## src/verilog/wake_regs_pkg.sv

```systemverilog
// constants for the wake event status register bank
package wake_regs_pkg;

  // ****************************************
  // register indices and byte addresses
  // ****************************************
  localparam logic [7:0] IDX_STS_B = 8'h08;
  localparam logic [7:0] IDX_STS_A = 8'h09;
  localparam logic [7:0] IDX_STS_P = 8'h0A;
  localparam logic [7:0] IDX_RSVD = 8'h0B;
  localparam logic [7:0] IDX_EN_B = 8'h0C;
  localparam logic [7:0] IDX_EN_A = 8'h0D;
  localparam logic [7:0] IDX_EN_P = 8'h0E;
  localparam logic [7:0] IDX_CTRL = 8'h10;
  localparam logic [7:0] IDX_IRQ_STS = 8'h11;
  localparam logic [7:0] IDX_IRQ_EN = 8'h12;
  localparam logic [7:0] IDX_IRQ_CLR = 8'h13;
  localparam logic [7:0] ADDR_STS_B = {IDX_STS_B[5:0], 2'b00};
  localparam logic [7:0] ADDR_STS_A = {IDX_STS_A[5:0], 2'b00};
  localparam logic [7:0] ADDR_STS_P = {IDX_STS_P[5:0], 2'b00};
  localparam logic [7:0] ADDR_RSVD = {IDX_RSVD[5:0], 2'b00};
  localparam logic [7:0] ADDR_EN_B = {IDX_EN_B[5:0], 2'b00};
  localparam logic [7:0] ADDR_EN_A = {IDX_EN_A[5:0], 2'b00};
  localparam logic [7:0] ADDR_EN_P = {IDX_EN_P[5:0], 2'b00};
  localparam logic [7:0] ADDR_CTRL = {IDX_CTRL[5:0], 2'b00};
  localparam logic [7:0] ADDR_IRQ_STS = {IDX_IRQ_STS[5:0], 2'b00};
  localparam logic [7:0] ADDR_IRQ_EN = {IDX_IRQ_EN[5:0], 2'b00};
  localparam logic [7:0] ADDR_IRQ_CLR = {IDX_IRQ_CLR[5:0], 2'b00};
  localparam logic [7:0] ADDR_HOLE = 8'h3C;

  // ****************************************
  // reset values, masks and field positions
  // ****************************************
  localparam logic [7:0] STS_RST = 8'h00;
  localparam logic [7:0] EN_RST = 8'h00;
  localparam logic [2:0] CTRL_RST = 3'h0;
  localparam logic [2:0] IRQ_RST = 3'h0;
  localparam logic [7:0] STS_B_MASK = 8'h0F;
  localparam logic [7:0] STS_P_MASK = 8'hFE;
  localparam int CTRL_GLOBAL = 0;
  localparam int CTRL_TACH1 = 1;
  localparam int CTRL_TACH2 = 2;
  localparam int SRC_N = 19;
  localparam logic [1:0] RESP_OKAY = 2'h0;
  localparam logic [1:0] RESP_SLVERR = 2'h2;

endpackage

```

## src/verilog/wake_input_sync.sv

```systemverilog
// three-stage synchroniser with agreement filter for wake source pins
`timescale 1ns/1ps
module wake_input_sync #(
  parameter int WIDTH = 19
) (
  input wire logic ref_clk,
  input wire logic sys_rst,
  input wire logic [WIDTH-1:0] raw,
  output logic [WIDTH-1:0] stable
);

  logic [WIDTH-1:0] meta_ff;
  logic [WIDTH-1:0] sync_ff;
  logic [WIDTH-1:0] hold_ff;

  // three flops; the first is read only by the second
  always_ff @(posedge ref_clk or posedge sys_rst) begin
    if (sys_rst) begin
      meta_ff <= '0;
      sync_ff <= '0;
      hold_ff <= '0;
    end else begin
      meta_ff <= raw;
      sync_ff <= meta_ff;
      hold_ff <= sync_ff;
    end
  end

  // a bit changes only where stages two and three agree
  always_ff @(posedge ref_clk or posedge sys_rst) begin
    if (sys_rst) begin
      stable <= '0;
    end else begin
      stable <= (stable & (sync_ff ^ hold_ff)) | (sync_ff & hold_ff);
    end
  end

endmodule

```

## src/verilog/wake_status_regs.sv

```systemverilog
// wake event status register bank with AXI4-Lite access
// Overview of operation
// - status bits latch events whatever the individual or global enables say
// - a wake event from a source sets its status bit to one
// - writing one to a status bit clears it
// - writing zero to a status bit leaves it unchanged
// - status registers reset to zero only on standby power-on reset
// - group b inputs 0..3 sit in bits 0..3 at index 08, rest reserved
// - group a inputs 0..7 sit in bits 0..7 at index 09
// - index 0A: ring2, ring1, keyboard, mouse, key, fan1, fan2 from bit 1
// - index 0B is reserved and always reads zero
// - fan status bit never sets while its pin is a general input
// - switching a fan pin back to general input clears its status bit
// - power event asserts only with status, individual and global enable set
//
// The implementer's own choice: the AXI4-Lite interface to the registers.
`timescale 1ns/1ps
module wake_status_regs (
  input wire logic ref_clk,
  input wire logic sys_rst,
  input wire logic [7:0] s_axi_awaddr,
  input wire logic s_axi_awvalid,
  output logic s_axi_awready,
  input wire logic [31:0] s_axi_wdata,
  input wire logic [3:0] s_axi_wstrb,
  input wire logic s_axi_wvalid,
  output logic s_axi_wready,
  output logic [1:0] s_axi_bresp,
  output logic s_axi_bvalid,
  input wire logic s_axi_bready,
  input wire logic [7:0] s_axi_araddr,
  input wire logic s_axi_arvalid,
  output logic s_axi_arready,
  output logic [31:0] s_axi_rdata,
  output logic [1:0] s_axi_rresp,
  output logic s_axi_rvalid,
  input wire logic s_axi_rready,
  input wire logic [7:0] gpin_a,
  input wire logic [3:0] gpin_b,
  input wire logic ring_indicator_first,
  input wire logic ring_indicator_second,
  input wire logic keyboard_wake,
  input wire logic mouse_wake,
  input wire logic specific_key_wake,
  input wire logic fan_speed_input_first,
  input wire logic fan_speed_input_second,
  output logic power_event_out_n,
  output logic irq
);

  // ****************************************
  // declarations
  // ****************************************
  logic [wake_regs_pkg::SRC_N-1:0] src_raw;
  logic [wake_regs_pkg::SRC_N-1:0] src_level;
  logic [7:0] status_b_ff;
  logic [7:0] status_a_ff;
  logic [7:0] status_p_ff;
  logic [7:0] enable_b_ff;
  logic [7:0] enable_a_ff;
  logic [7:0] enable_p_ff;
  logic [2:0] ctrl_ff;
  logic [2:0] irq_sts_ff;
  logic [2:0] irq_en_ff;
  logic [7:0] set_b;
  logic [7:0] set_a;
  logic [7:0] set_p;
  logic [7:0] tach_clr;
  logic [2:0] irq_event;
  logic aw_held_ff;
  logic w_held_ff;
  logic [7:0] awaddr_ff;
  logic [7:0] wdata_ff;
  logic wstrb_ff;
  logic wr_fire;
  logic wr_ok;
  logic [7:0] wr_byte;
  logic wr_b;
  logic wr_a;
  logic wr_p;
  logic ar_fire;
  logic [31:0] nxt_rdata;
  logic nxt_rerr;
  logic event_pending;

  // ****************************************
  // wake source capture
  // ****************************************
  assign src_raw = {fan_speed_input_second, fan_speed_input_first,
                    specific_key_wake, mouse_wake, keyboard_wake,
                    ring_indicator_first, ring_indicator_second,
                    gpin_a, gpin_b};

  wake_input_sync #(
    .WIDTH(wake_regs_pkg::SRC_N)
  ) u_sync (
    .ref_clk(ref_clk),
    .sys_rst(sys_rst),
    .raw(src_raw),
    .stable(src_level)
  );

  // set terms per register; enables play no part here
  // enables not used
  assign set_b = {4'h0, src_level[3:0]};
  assign set_a = src_level[11:4];
  assign set_p = {src_level[18] & ctrl_ff[wake_regs_pkg::CTRL_TACH2],
                  src_level[17] & ctrl_ff[wake_regs_pkg::CTRL_TACH1],
                  src_level[16:12], 1'b0};
  assign tach_clr = {~ctrl_ff[wake_regs_pkg::CTRL_TACH2],
                     ~ctrl_ff[wake_regs_pkg::CTRL_TACH1], 6'h00};

  // ****************************************
  // AXI4-Lite write channel
  // ****************************************
  assign s_axi_awready = !aw_held_ff && !s_axi_bvalid;
  assign s_axi_wready = !w_held_ff && !s_axi_bvalid;
  assign wr_fire = aw_held_ff && w_held_ff && !s_axi_bvalid;
  assign wr_ok = (awaddr_ff[1:0] == 2'b00) && (awaddr_ff <= wake_regs_pkg::ADDR_IRQ_CLR)
                 && (awaddr_ff >= wake_regs_pkg::ADDR_STS_B)
                 && (awaddr_ff != wake_regs_pkg::ADDR_HOLE);
  assign wr_byte = wstrb_ff ? wdata_ff : 8'h00;
  assign wr_b = wr_fire && (awaddr_ff == wake_regs_pkg::ADDR_STS_B);
  assign wr_a = wr_fire && (awaddr_ff == wake_regs_pkg::ADDR_STS_A);
  assign wr_p = wr_fire && (awaddr_ff == wake_regs_pkg::ADDR_STS_P);

  // address and data are held independently, in either order
  always_ff @(posedge ref_clk or posedge sys_rst) begin
    if (sys_rst) begin
      aw_held_ff <= 1'b0;
      w_held_ff <= 1'b0;
      awaddr_ff <= 8'h00;
      wdata_ff <= 8'h00;
      wstrb_ff <= 1'b0;
    end else begin
      if (s_axi_awvalid && s_axi_awready) begin
        aw_held_ff <= 1'b1;
        awaddr_ff <= s_axi_awaddr;
      end else if (wr_fire) begin
        aw_held_ff <= 1'b0;
      end
      if (s_axi_wvalid && s_axi_wready) begin
        w_held_ff <= 1'b1;
        wdata_ff <= s_axi_wdata[7:0];
        wstrb_ff <= s_axi_wstrb[0];
      end else if (wr_fire) begin
        w_held_ff <= 1'b0;
      end
    end
  end

  // write response once both halves are in
  always_ff @(posedge ref_clk or posedge sys_rst) begin
    if (sys_rst) begin
      s_axi_bvalid <= 1'b0;
      s_axi_bresp <= wake_regs_pkg::RESP_OKAY;
    end else if (wr_fire) begin
      s_axi_bvalid <= 1'b1;
      s_axi_bresp <= wr_ok ? wake_regs_pkg::RESP_OKAY : wake_regs_pkg::RESP_SLVERR;
    end else if (s_axi_bready) begin
      s_axi_bvalid <= 1'b0;
    end
  end

  // ****************************************
  // wake status registers
  // ****************************************
  // sticky bits, set beats a same-cycle clear, reserved bits masked
  // standby reset only
  always_ff @(posedge ref_clk or posedge sys_rst) begin
    if (sys_rst) begin
      status_b_ff <= wake_regs_pkg::STS_RST;
      status_a_ff <= wake_regs_pkg::STS_RST;
      status_p_ff <= wake_regs_pkg::STS_RST;
    end else begin
      status_b_ff <= ((status_b_ff & ~(wr_b ? wr_byte : 8'h00)) | set_b)
                     & wake_regs_pkg::STS_B_MASK;
      status_a_ff <= (status_a_ff & ~(wr_a ? wr_byte : 8'h00)) | set_a;
      status_p_ff <= ((status_p_ff & ~(wr_p ? wr_byte : 8'h00) & ~tach_clr) | set_p)
                     & wake_regs_pkg::STS_P_MASK;
    end
  end

  // ****************************************
  // enable, control and interrupt registers
  // ****************************************
  // plain read/write registers, low byte only
  always_ff @(posedge ref_clk or posedge sys_rst) begin
    if (sys_rst) begin
      enable_b_ff <= wake_regs_pkg::EN_RST;
      enable_a_ff <= wake_regs_pkg::EN_RST;
      enable_p_ff <= wake_regs_pkg::EN_RST;
      ctrl_ff <= wake_regs_pkg::CTRL_RST;
      irq_en_ff <= wake_regs_pkg::IRQ_RST;
    end else if (wr_fire && wstrb_ff) begin
      unique case (awaddr_ff)
        wake_regs_pkg::ADDR_EN_B: begin
          enable_b_ff <= wdata_ff & wake_regs_pkg::STS_B_MASK;
        end
        wake_regs_pkg::ADDR_EN_A: begin
          enable_a_ff <= wdata_ff;
        end
        wake_regs_pkg::ADDR_EN_P: begin
          enable_p_ff <= wdata_ff & wake_regs_pkg::STS_P_MASK;
        end
        wake_regs_pkg::ADDR_CTRL: begin
          ctrl_ff <= wdata_ff[2:0];
        end
        wake_regs_pkg::ADDR_IRQ_EN: begin
          irq_en_ff <= wdata_ff[2:0];
        end
        default: begin
        end
      endcase
    end
  end

  // a newly set status bit in a register raises its interrupt bit
  assign irq_event = {|(set_p & ~status_p_ff), |(set_a & ~status_a_ff),
                      |(set_b & ~status_b_ff)};

  // sticky interrupt status, set wins over write-one clear
  always_ff @(posedge ref_clk or posedge sys_rst) begin
    if (sys_rst) begin
      irq_sts_ff <= wake_regs_pkg::IRQ_RST;
    end else if (wr_fire && wstrb_ff && (awaddr_ff == wake_regs_pkg::ADDR_IRQ_CLR)) begin
      irq_sts_ff <= (irq_sts_ff & ~wdata_ff[2:0]) | irq_event;
    end else begin
      irq_sts_ff <= irq_sts_ff | irq_event;
    end
  end

  assign irq = |(irq_sts_ff & irq_en_ff);

  // ****************************************
  // power event output
  // ****************************************
  // three-way gating
  assign event_pending = ctrl_ff[wake_regs_pkg::CTRL_GLOBAL]
                         && |{status_b_ff & enable_b_ff, status_a_ff & enable_a_ff,
                              status_p_ff & enable_p_ff};

  // active low, registered
  always_ff @(posedge ref_clk or posedge sys_rst) begin
    if (sys_rst) begin
      power_event_out_n <= 1'b1;
    end else begin
      power_event_out_n <= !event_pending;
    end
  end

  // ****************************************
  // AXI4-Lite read channel
  // ****************************************
  assign s_axi_arready = !s_axi_rvalid;
  assign ar_fire = s_axi_arvalid && s_axi_arready;

  // read decode; unmapped or misaligned answers SLVERR with zero
  always_comb begin
    nxt_rdata = 32'h0000_0000;
    nxt_rerr = 1'b0;
    unique case (s_axi_araddr)
      wake_regs_pkg::ADDR_STS_B: nxt_rdata[7:0] = status_b_ff;
      wake_regs_pkg::ADDR_STS_A: nxt_rdata[7:0] = status_a_ff;
      wake_regs_pkg::ADDR_STS_P: nxt_rdata[7:0] = status_p_ff;
      wake_regs_pkg::ADDR_RSVD: nxt_rdata[7:0] = 8'h00;
      wake_regs_pkg::ADDR_EN_B: nxt_rdata[7:0] = enable_b_ff;
      wake_regs_pkg::ADDR_EN_A: nxt_rdata[7:0] = enable_a_ff;
      wake_regs_pkg::ADDR_EN_P: nxt_rdata[7:0] = enable_p_ff;
      wake_regs_pkg::ADDR_CTRL: nxt_rdata[2:0] = ctrl_ff;
      wake_regs_pkg::ADDR_IRQ_STS: nxt_rdata[2:0] = irq_sts_ff;
      wake_regs_pkg::ADDR_IRQ_EN: nxt_rdata[2:0] = irq_en_ff;
      wake_regs_pkg::ADDR_IRQ_CLR: nxt_rdata[2:0] = 3'h0;
      default: nxt_rerr = 1'b1;
    endcase
  end

  // read data held until rready
  always_ff @(posedge ref_clk or posedge sys_rst) begin
    if (sys_rst) begin
      s_axi_rvalid <= 1'b0;
      s_axi_rdata <= 32'h0000_0000;
      s_axi_rresp <= wake_regs_pkg::RESP_OKAY;
    end else if (ar_fire) begin
      s_axi_rvalid <= 1'b1;
      s_axi_rdata <= nxt_rdata;
      s_axi_rresp <= nxt_rerr ? wake_regs_pkg::RESP_SLVERR : wake_regs_pkg::RESP_OKAY;
    end else if (s_axi_rready) begin
      s_axi_rvalid <= 1'b0;
    end
  end
endmodule

```

## config.mk

```make
export PLATFORM = sky130hd
export DESIGN_NAME = wake_status_regs
export DESIGN_NICKNAME = d
export VERILOG_FILES = /design/src/verilog/wake_regs_pkg.sv /design/src/verilog/wake_input_sync.sv /design/src/verilog/wake_status_regs.sv
export SDC_FILE = /design/constraint.sdc
export NUM_CORES = 1
export LEC_CHECK = 0
export BUFFER_PORTS_ARGS = -buffer_cell sky130_fd_sc_hd__buf_4
export CAP_MARGIN = 10
export CORE_ASPECT_RATIO = 0.7
export CORE_MARGIN = 4
export CORE_UTILIZATION = 50
export DETAILED_ROUTE_END_ITERATION = 7
export PLACE_DENSITY = 0.81
export SETUP_SLACK_MARGIN = 0.2
export SKIP_LAST_GASP = 1
export SYNTH_ARGS = -nofsm -noshare
export SYNTH_HDL_FRONTEND = slang
export SYNTH_SLANG_ARGS = --single-unit
```

## constraint.sdc

```tcl
create_clock -name ref_clk -period 4 [get_ports ref_clk]
set_input_delay 0.2 -clock ref_clk [delete_from_list [all_inputs] [get_ports ref_clk]]
set_output_delay 0.2 -clock ref_clk [all_outputs]
set_load 0.01 [all_outputs]
```

* After elaboration in Yosys (flattened, before gate mapping)
Index checks and enable logic that the tools add are counted.
** Cells by class
- Bitwise logic cells :: 33
- Order comparisons :: 2
- Muxes and demuxes :: 16
- Reductions and logical operators :: 37
- Eq/ne operators :: 21
** Operator list (count)
- 8-bit by 6-bit equality test with 1-bit output (second input constant) :: 13
- 8-bit bitwise AND :: 7
- 8-bit by 7-bit equality test with 1-bit output (second input constant) :: 7
- 8-bit inverter :: 5
- 19-bit bitwise AND :: 2
- 5-bit one-hot mux with 6 select lines :: 1
- 3-bit one-hot mux with 9 select lines :: 1
- 8-bit two-way mux :: 3
- 24-bit OR reduction :: 1
- 8-bit OR reduction :: 3
- 19-bit OR :: 1
- 19-bit bitwise XOR :: 1
- 1-bit logical AND :: 16
- 8-bit OR :: 2
- 11-bit OR reduction :: 1
- 2-bit AND reduction :: 5
- 4-bit bitwise AND :: 2
- 4-bit by 8-bit bitwise AND with 8-bit output :: 1
- 8-bit by 6-bit greater-or-equal comparator with 1-bit output (second input constant) :: 1
- 8-bit by 7-bit less-or-equal comparator with 1-bit output (second input constant) :: 1
- 8-bit by 6-bit != test with 1-bit output (second input constant) :: 1
- 4-bit inverter with 8-bit output :: 1
- 2-bit nonzero test :: 4
- 1-bit two-way mux :: 7
- 13 further kinds :: 22
** Word-level totals
- Bits of input ports :: 78
- Output and inout bits :: 43
- Flip-flop bits (word level) :: 157
- Word-level logic and storage cells :: 133

* Longest topological paths before layout
- Depth in word-level cells :: 8
- Mapped depth :: 7
- Gate-level depth less buffers :: 5

* Cells and area by module
A second synthesis with hierarchy kept.
** Unflattened totals
- Cell total of the unflattened synthesis :: 494
- Area, all modules :: 6506.2 um^2
** Modules (own cells, without submodules)
- wake_status_regs :: cells an instance 379, times used 1, sequential area each 1978.1 um^2, area each 4220.3 um^2
- wake_input_sync :: cells an instance 115, times used 1, sequential area each 1901.8 um^2, area each 2285.9 um^2

* Worst setup path after synthesis
No wires, ideal clock.
- Path type :: reg2reg
- Start :: register s_axi_bvalid
- End :: register status_a_ff[0]
- Arrival :: 1.416 ns
- Setup slack :: 2.459 ns
- Data required time :: 3.876 ns
- Setup time :: 0.124 ns
- Clock period less this slack :: 1.541 ns
- Path buffers :: 0
- Stages on the path, launching flop included :: 6
- Cell sequence :: dfrtp_1 > and4bb_1 > nand3b_1 > nor3_4 > a21oi_1 > or2_1
** On the way
- Cells in the longest elaborated chain, start to end :: 7
** RTL lines
- from (decl) :: line wake_status_regs.sv:29 : output logic s_axi_bvalid,
- from (signal assigned) :: line wake_status_regs.sv:155 : s_axi_bvalid <= 1'b0;
- from (signal assigned) :: line wake_status_regs.sv:158 : s_axi_bvalid <= 1'b1;
- from (signal assigned) :: line wake_status_regs.sv:161 : s_axi_bvalid <= 1'b0;
- 1-bit logical NOT :: line wake_status_regs.sv:118 : assign wr_fire = aw_held_ff && w_held_ff && !s_axi_bvalid;
- 1-bit logical AND :: line wake_status_regs.sv:118
- 1-bit logical AND :: line wake_status_regs.sv:124 : assign wr_a = wr_fire && (awaddr_ff == wake_regs_pkg::ADDR_STS_A);
- 8-bit two-way mux :: line wake_status_regs.sv:178 : status_a_ff <= (status_a_ff & ~(wr_a ? wr_byte : 8'h00)) | set_a;
- 8-bit inverter :: line wake_status_regs.sv:178
- 8-bit bitwise AND :: line wake_status_regs.sv:178
- 8-bit OR :: line wake_status_regs.sv:178
- to (signal assigned) :: line wake_status_regs.sv:173 : status_a_ff <= wake_regs_pkg::STS_RST;
- to (signal assigned) :: line wake_status_regs.sv:178
- to (decl) :: line wake_status_regs.sv:57 : logic [7:0] status_a_ff;
No other way between the ends.
A chain may end at the register's enable or synchronous reset.

* Worst setup path after layout
- Start :: register s_axi_bvalid
- End :: register status_a_ff[1]
The elaborated chain is that of the path after synthesis.

==> impl.org <==
** Worst setup path
- Measured in cells, the most critical reg-to-reg path has a length of 5.
- Data required time at the worst endpoint :: ~4.3 ns
- Largest fanout of any net on the critical path :: 6
- Data arrives at the worst endpoint at 2.14 ns.
- STA classifies the critical path endpoint as a register.
- Crit-path cells :: and4bb_1, nand3b_1, nor2_1, nand3_1, a21o_1
- For this run, the slowest stage of the critical path takes 0.43 ns.
- Library cell contributing the largest single delay on the critical path :: dfrtp_1
- The worst setup path is launched from a register.
- Type of the worst setup path :: register to register

** Synth
- Post-synthesis sequential area ratio :: approximately three fifths
- Complex-gate fraction of the synthesized area :: 11.9%
- For this run, the leading register cell type out of synthesis is dfrtp_1.
- By count the netlist is led by dfrtp_1, mux2_2, a21o_1.
- Average instance area after synthesis :: between 10 and 15 sq um
- The most common cell in the synthesized netlist is dfrtp_1.
- The synthesized netlist devotes under 10% of its cell area to adder and majority cells.
- After Yosys synthesis, and, or, nand and nor cells account for around 9.8% of the synthesized area.
- Of the post-synthesis cell area, the part taken by muxes is 8.38%.
- Largest area contributor in the netlist :: dfrtp_1
- Share of Yosys cell area claimed by the top area cell type :: 60.3%
- Yosys mapped a number of flops with a built-in enable equal to 0.
- Flip-flop and latch count after synthesis :: around 160
- Main combinational cell family by area after synthesis :: compound AO/OA/AOI/OAI gates
- In this run, distinct cell masters in the synthesized netlist total around 60.
- Counting every instance in the synthesized netlist gives a little under 500.
- Proportion of register bits with asynchronous set or reset after synthesis :: 100%
- Xor-xnor portion of the synthesized cell area :: 0%
- Synth warnings :: 0
- The mapped netlist covers between 6000 and 7000 sq um.
- Top area cells in the synthesized netlist :: dfrtp_1, mux2_2, a21o_1

** Detailed routing
- Drt via density :: about 5.4
- Pre-Repair DR Iteration Count :: 5
- Number of antenna-violating nets in the routed design :: 0
- For this block, the routed nets add up to between 10000 and 15000 um of wire.
- The routed layout has around 4200 vias.
- In this run, the number of DRC markers left after iteration 0 of detailed routing was 311.
- In the routed design, unresolved DRC markers number 0.
- Average wire length per cell after detail routing :: roughly 18 um

** CTS
- Buffers inserted during clock tree synthesis total 17.
- Sink count of the clock tree :: 155
- Insertion delay to the later sink of the worst-skew pair :: approximately 0.42 ns
- H-tree depth reported by CTS :: 4
- Clock transition at the registers of the reported paths :: ~0.060 ns
- The tree is rooted in a clkbuf_16.
- Clock buffer depth :: 2
- Post-CTS timing repair inserted 0 buffers for setup.
- TritonCTS built the clock tree.

** Floorplanning
- Horiz. Die Dim :: between 100 and 150 um
- For this configuration, the core starts out at a cell density of just over 50%.
- FP Rows :: 34
- Die boundary height :: a little over 100 um
- For this design the top-level I/O count stands at between 100 and 150.
- The die covers 14700 sq um.
- The floorplan step defined a core boundary enclosing ~12000 sq um.

** Power
- Across the VDD grid, the largest voltage drop is a little over 0.4 mV.
- The completed layout was analyzed and its total power is 4.21 mW.
- Cell Pwr Density :: around 540 nW/um^2
- In this run the static leakage power is about 3.7 nW.

** Finish
- The finished cells cover between 7000 and 8000 sq um.
- Leaving out filler cells and counting taps, the final layout contains between 700 and 800.
- Number of nets at the end of the flow :: roughly 690
- Number of antenna cells inserted :: 0
- Cells with a size suffix above 1 make up between 20% and 30% of the layout.
- From synthesis to final layout, the design area changed by 22.2%.

** STA
- Top achievable clock speed :: approximately 550 MHz
- WHS :: approximately 0.013 ns
- The count of endpoints failing hold in the final timing report was 0.
- The final number of max-transition violations is 0.
- RSZ-0062 raised after global routing :: false
- Slew at the pin closest to its max-slew limit :: ~0.91 ns
- Relative slew slack :: between 30% and 40%
- Minimum clock period :: around 1.8 ns
- Setup violations remaining at the end of the flow were counted as 0.
- Summed over all failing endpoints, the final setup total negative slack is 0 ns.
- After layout, the worst path uses between 40 and 50% of the clock period.
- Clock skew on the completed layout was measured at between 0.008 and 0.009 ns.

** Global routing
- The number of antenna violations at the first check in global routing is 0.
- Combined global-route utilization of all metal layers :: 20.3%
- GR Overflow Total :: 0
- Entering global routing, the biggest net connects 77 pins.
- Via count of the first global-routing pass :: about 4300
- Global-route wire length before repair :: ~23000 um

** Flow run
- Max-cap violations in this run came to 0.

** Place
- Dpl cells :: roughly 710
- Last weighted congestion value of the routability-driven placer :: about 0.93
- Detailed placement finished with a half-perimeter wire length of 10200 um.
- Placed Area :: approximately 7000 sq um
- IO buf count :: 67

** Min path
- Counting instances, the worst hold path has a depth of 2.
- Type of the worst min-delay path :: input pin to register

** Run status
- Result of the run :: finished clean
## logic make-up after synthesis
| logic type | after synthesis |
|---|---|
| DFF | 155 |
| AOI/OAI and AO/OA | 107 |
| and+or+nand+nor | 101 |
| buffers and inverters | 63 |
| muxes | 47 |
| adders and majority gates | 19 |
| other | 1 |
## layout make-up
class / count / area [sq um]
clock buffer: 17 / 425
clock inverter: 15 / 176
fill: 944 / 4650
inverter: 25 / 97.6
multi-input combinational: 300 / 2260
sequential: 155 / 3880
tap: 162 / 203
timing repair buffer: 93 / 771
## critical path, delay by kind of cell, from the launching register on
kind	cells	cell delay [ns]
AND/OR/NAND/NOR	4	1.07
flip-flops	1	0.43
AO/OA/AOI/OAI	1	0.21
## timing repair
| action | CTS | global route |
|---|---|---|
| endpoints found under the hold margin | 57 | 0 |
| gates resized for setup | 0 | 0 |
| endpoints found under the setup margin | 0 | 0 |
| hold buffers | 24 | 0 |
## worst paths after layout
path	from	to	slack, ns
setup / recovery	s_axi_bvalid$_DFFE_PP0P_	status_a_ff[1]$_DFF_PP0_	2.18
hold / removal	s_axi_awaddr[1]	awaddr_ff[1]$_DFFE_PP0P_	0.01
setup reg to reg	s_axi_bvalid$_DFFE_PP0P_	status_a_ff[1]$_DFF_PP0_	2.18
hold reg to reg	u_sync.meta_ff[15]$_DFF_PP0_	u_sync.sync_ff[15]$_DFF_PP0_	0.35
max in group asynchronous	sys_rst	enable_a_ff[1]$_DFFE_PP0P_	2.49
min in group asynchronous	sys_rst	u_sync.meta_ff[11]$_DFF_PP0_	0.53
## metrics by stage
| step | utilization [%] | worst slack (ns) |
|---|---|---|
| final | 62.7 | 2.18 |
| after global routing | 62.7 | 2.04 |
| after CTS | 62.7 | 2.17 |
| after detailed placement | 55.9 | 2.18 |
| after global placement | 55.9 | 2.22 |
| after floorplan | - | 1.84 |
## metal layers
metal  vias up  GRT usage (%)  wire length [um]
met5         -              0                 0
met4         0           5.62               124
met2       150           30.8              6030
met1      2067           29.4              6670
li1       1931              -                 -
met3        13           5.24              1030
## where the power goes
part | leakage, nW | total (mW) | internal (mW) | switching (mW)
registers | 1.84 | 2.03 | 1.76 | 0.272
clock network | 0.292 | 1.62 | 0.941 | 0.680
logic | 1.56 | 0.562 | 0.302 | 0.260
## registers in the layout, indices dropped and copies added, names as in the netlist, 3 cells and up
signal          flops
wdata_ff            8
u_sync.stable      19
status_p_ff         7
enable_a_ff         8
u_sync.hold_ff     19
u_sync.meta_ff     19
irq_sts_ff          3
ctrl_ff             3
status_a_ff         8
status_b_ff         4
irq_en_ff           3
awaddr_ff           8
u_sync.sync_ff     19
enable_b_ff         4
enable_p_ff         7
s_axi_rdata         8
## layout by cell type (no fill, tap or decap), types with 6 or more instances in the layout
cell / Yosys / routed
nor3_1: 6 / 6
nand3_1: 14 / 14
dfrtp_1: 154 / 154
nor2_1: 11 / 11
a221oi_1: 6 / 6
dlygate4sd3_1: 0 / 24
buf_4: 27 / 68
a22oi_1: 13 / 13
conb_1: 1 / 26
inv_1: 25 / 24
ha_1: 19 / 19
nand2_1: 21 / 21
a22o_1: 7 / 7
mux2_2: 42 / 42
clkbuf_16: 0 / 17
a21oi_1: 17 / 17
inv_6: 0 / 6
o21ai_0: 10 / 10
a21o_1: 32 / 32
(Power assumes the default switching activity.)
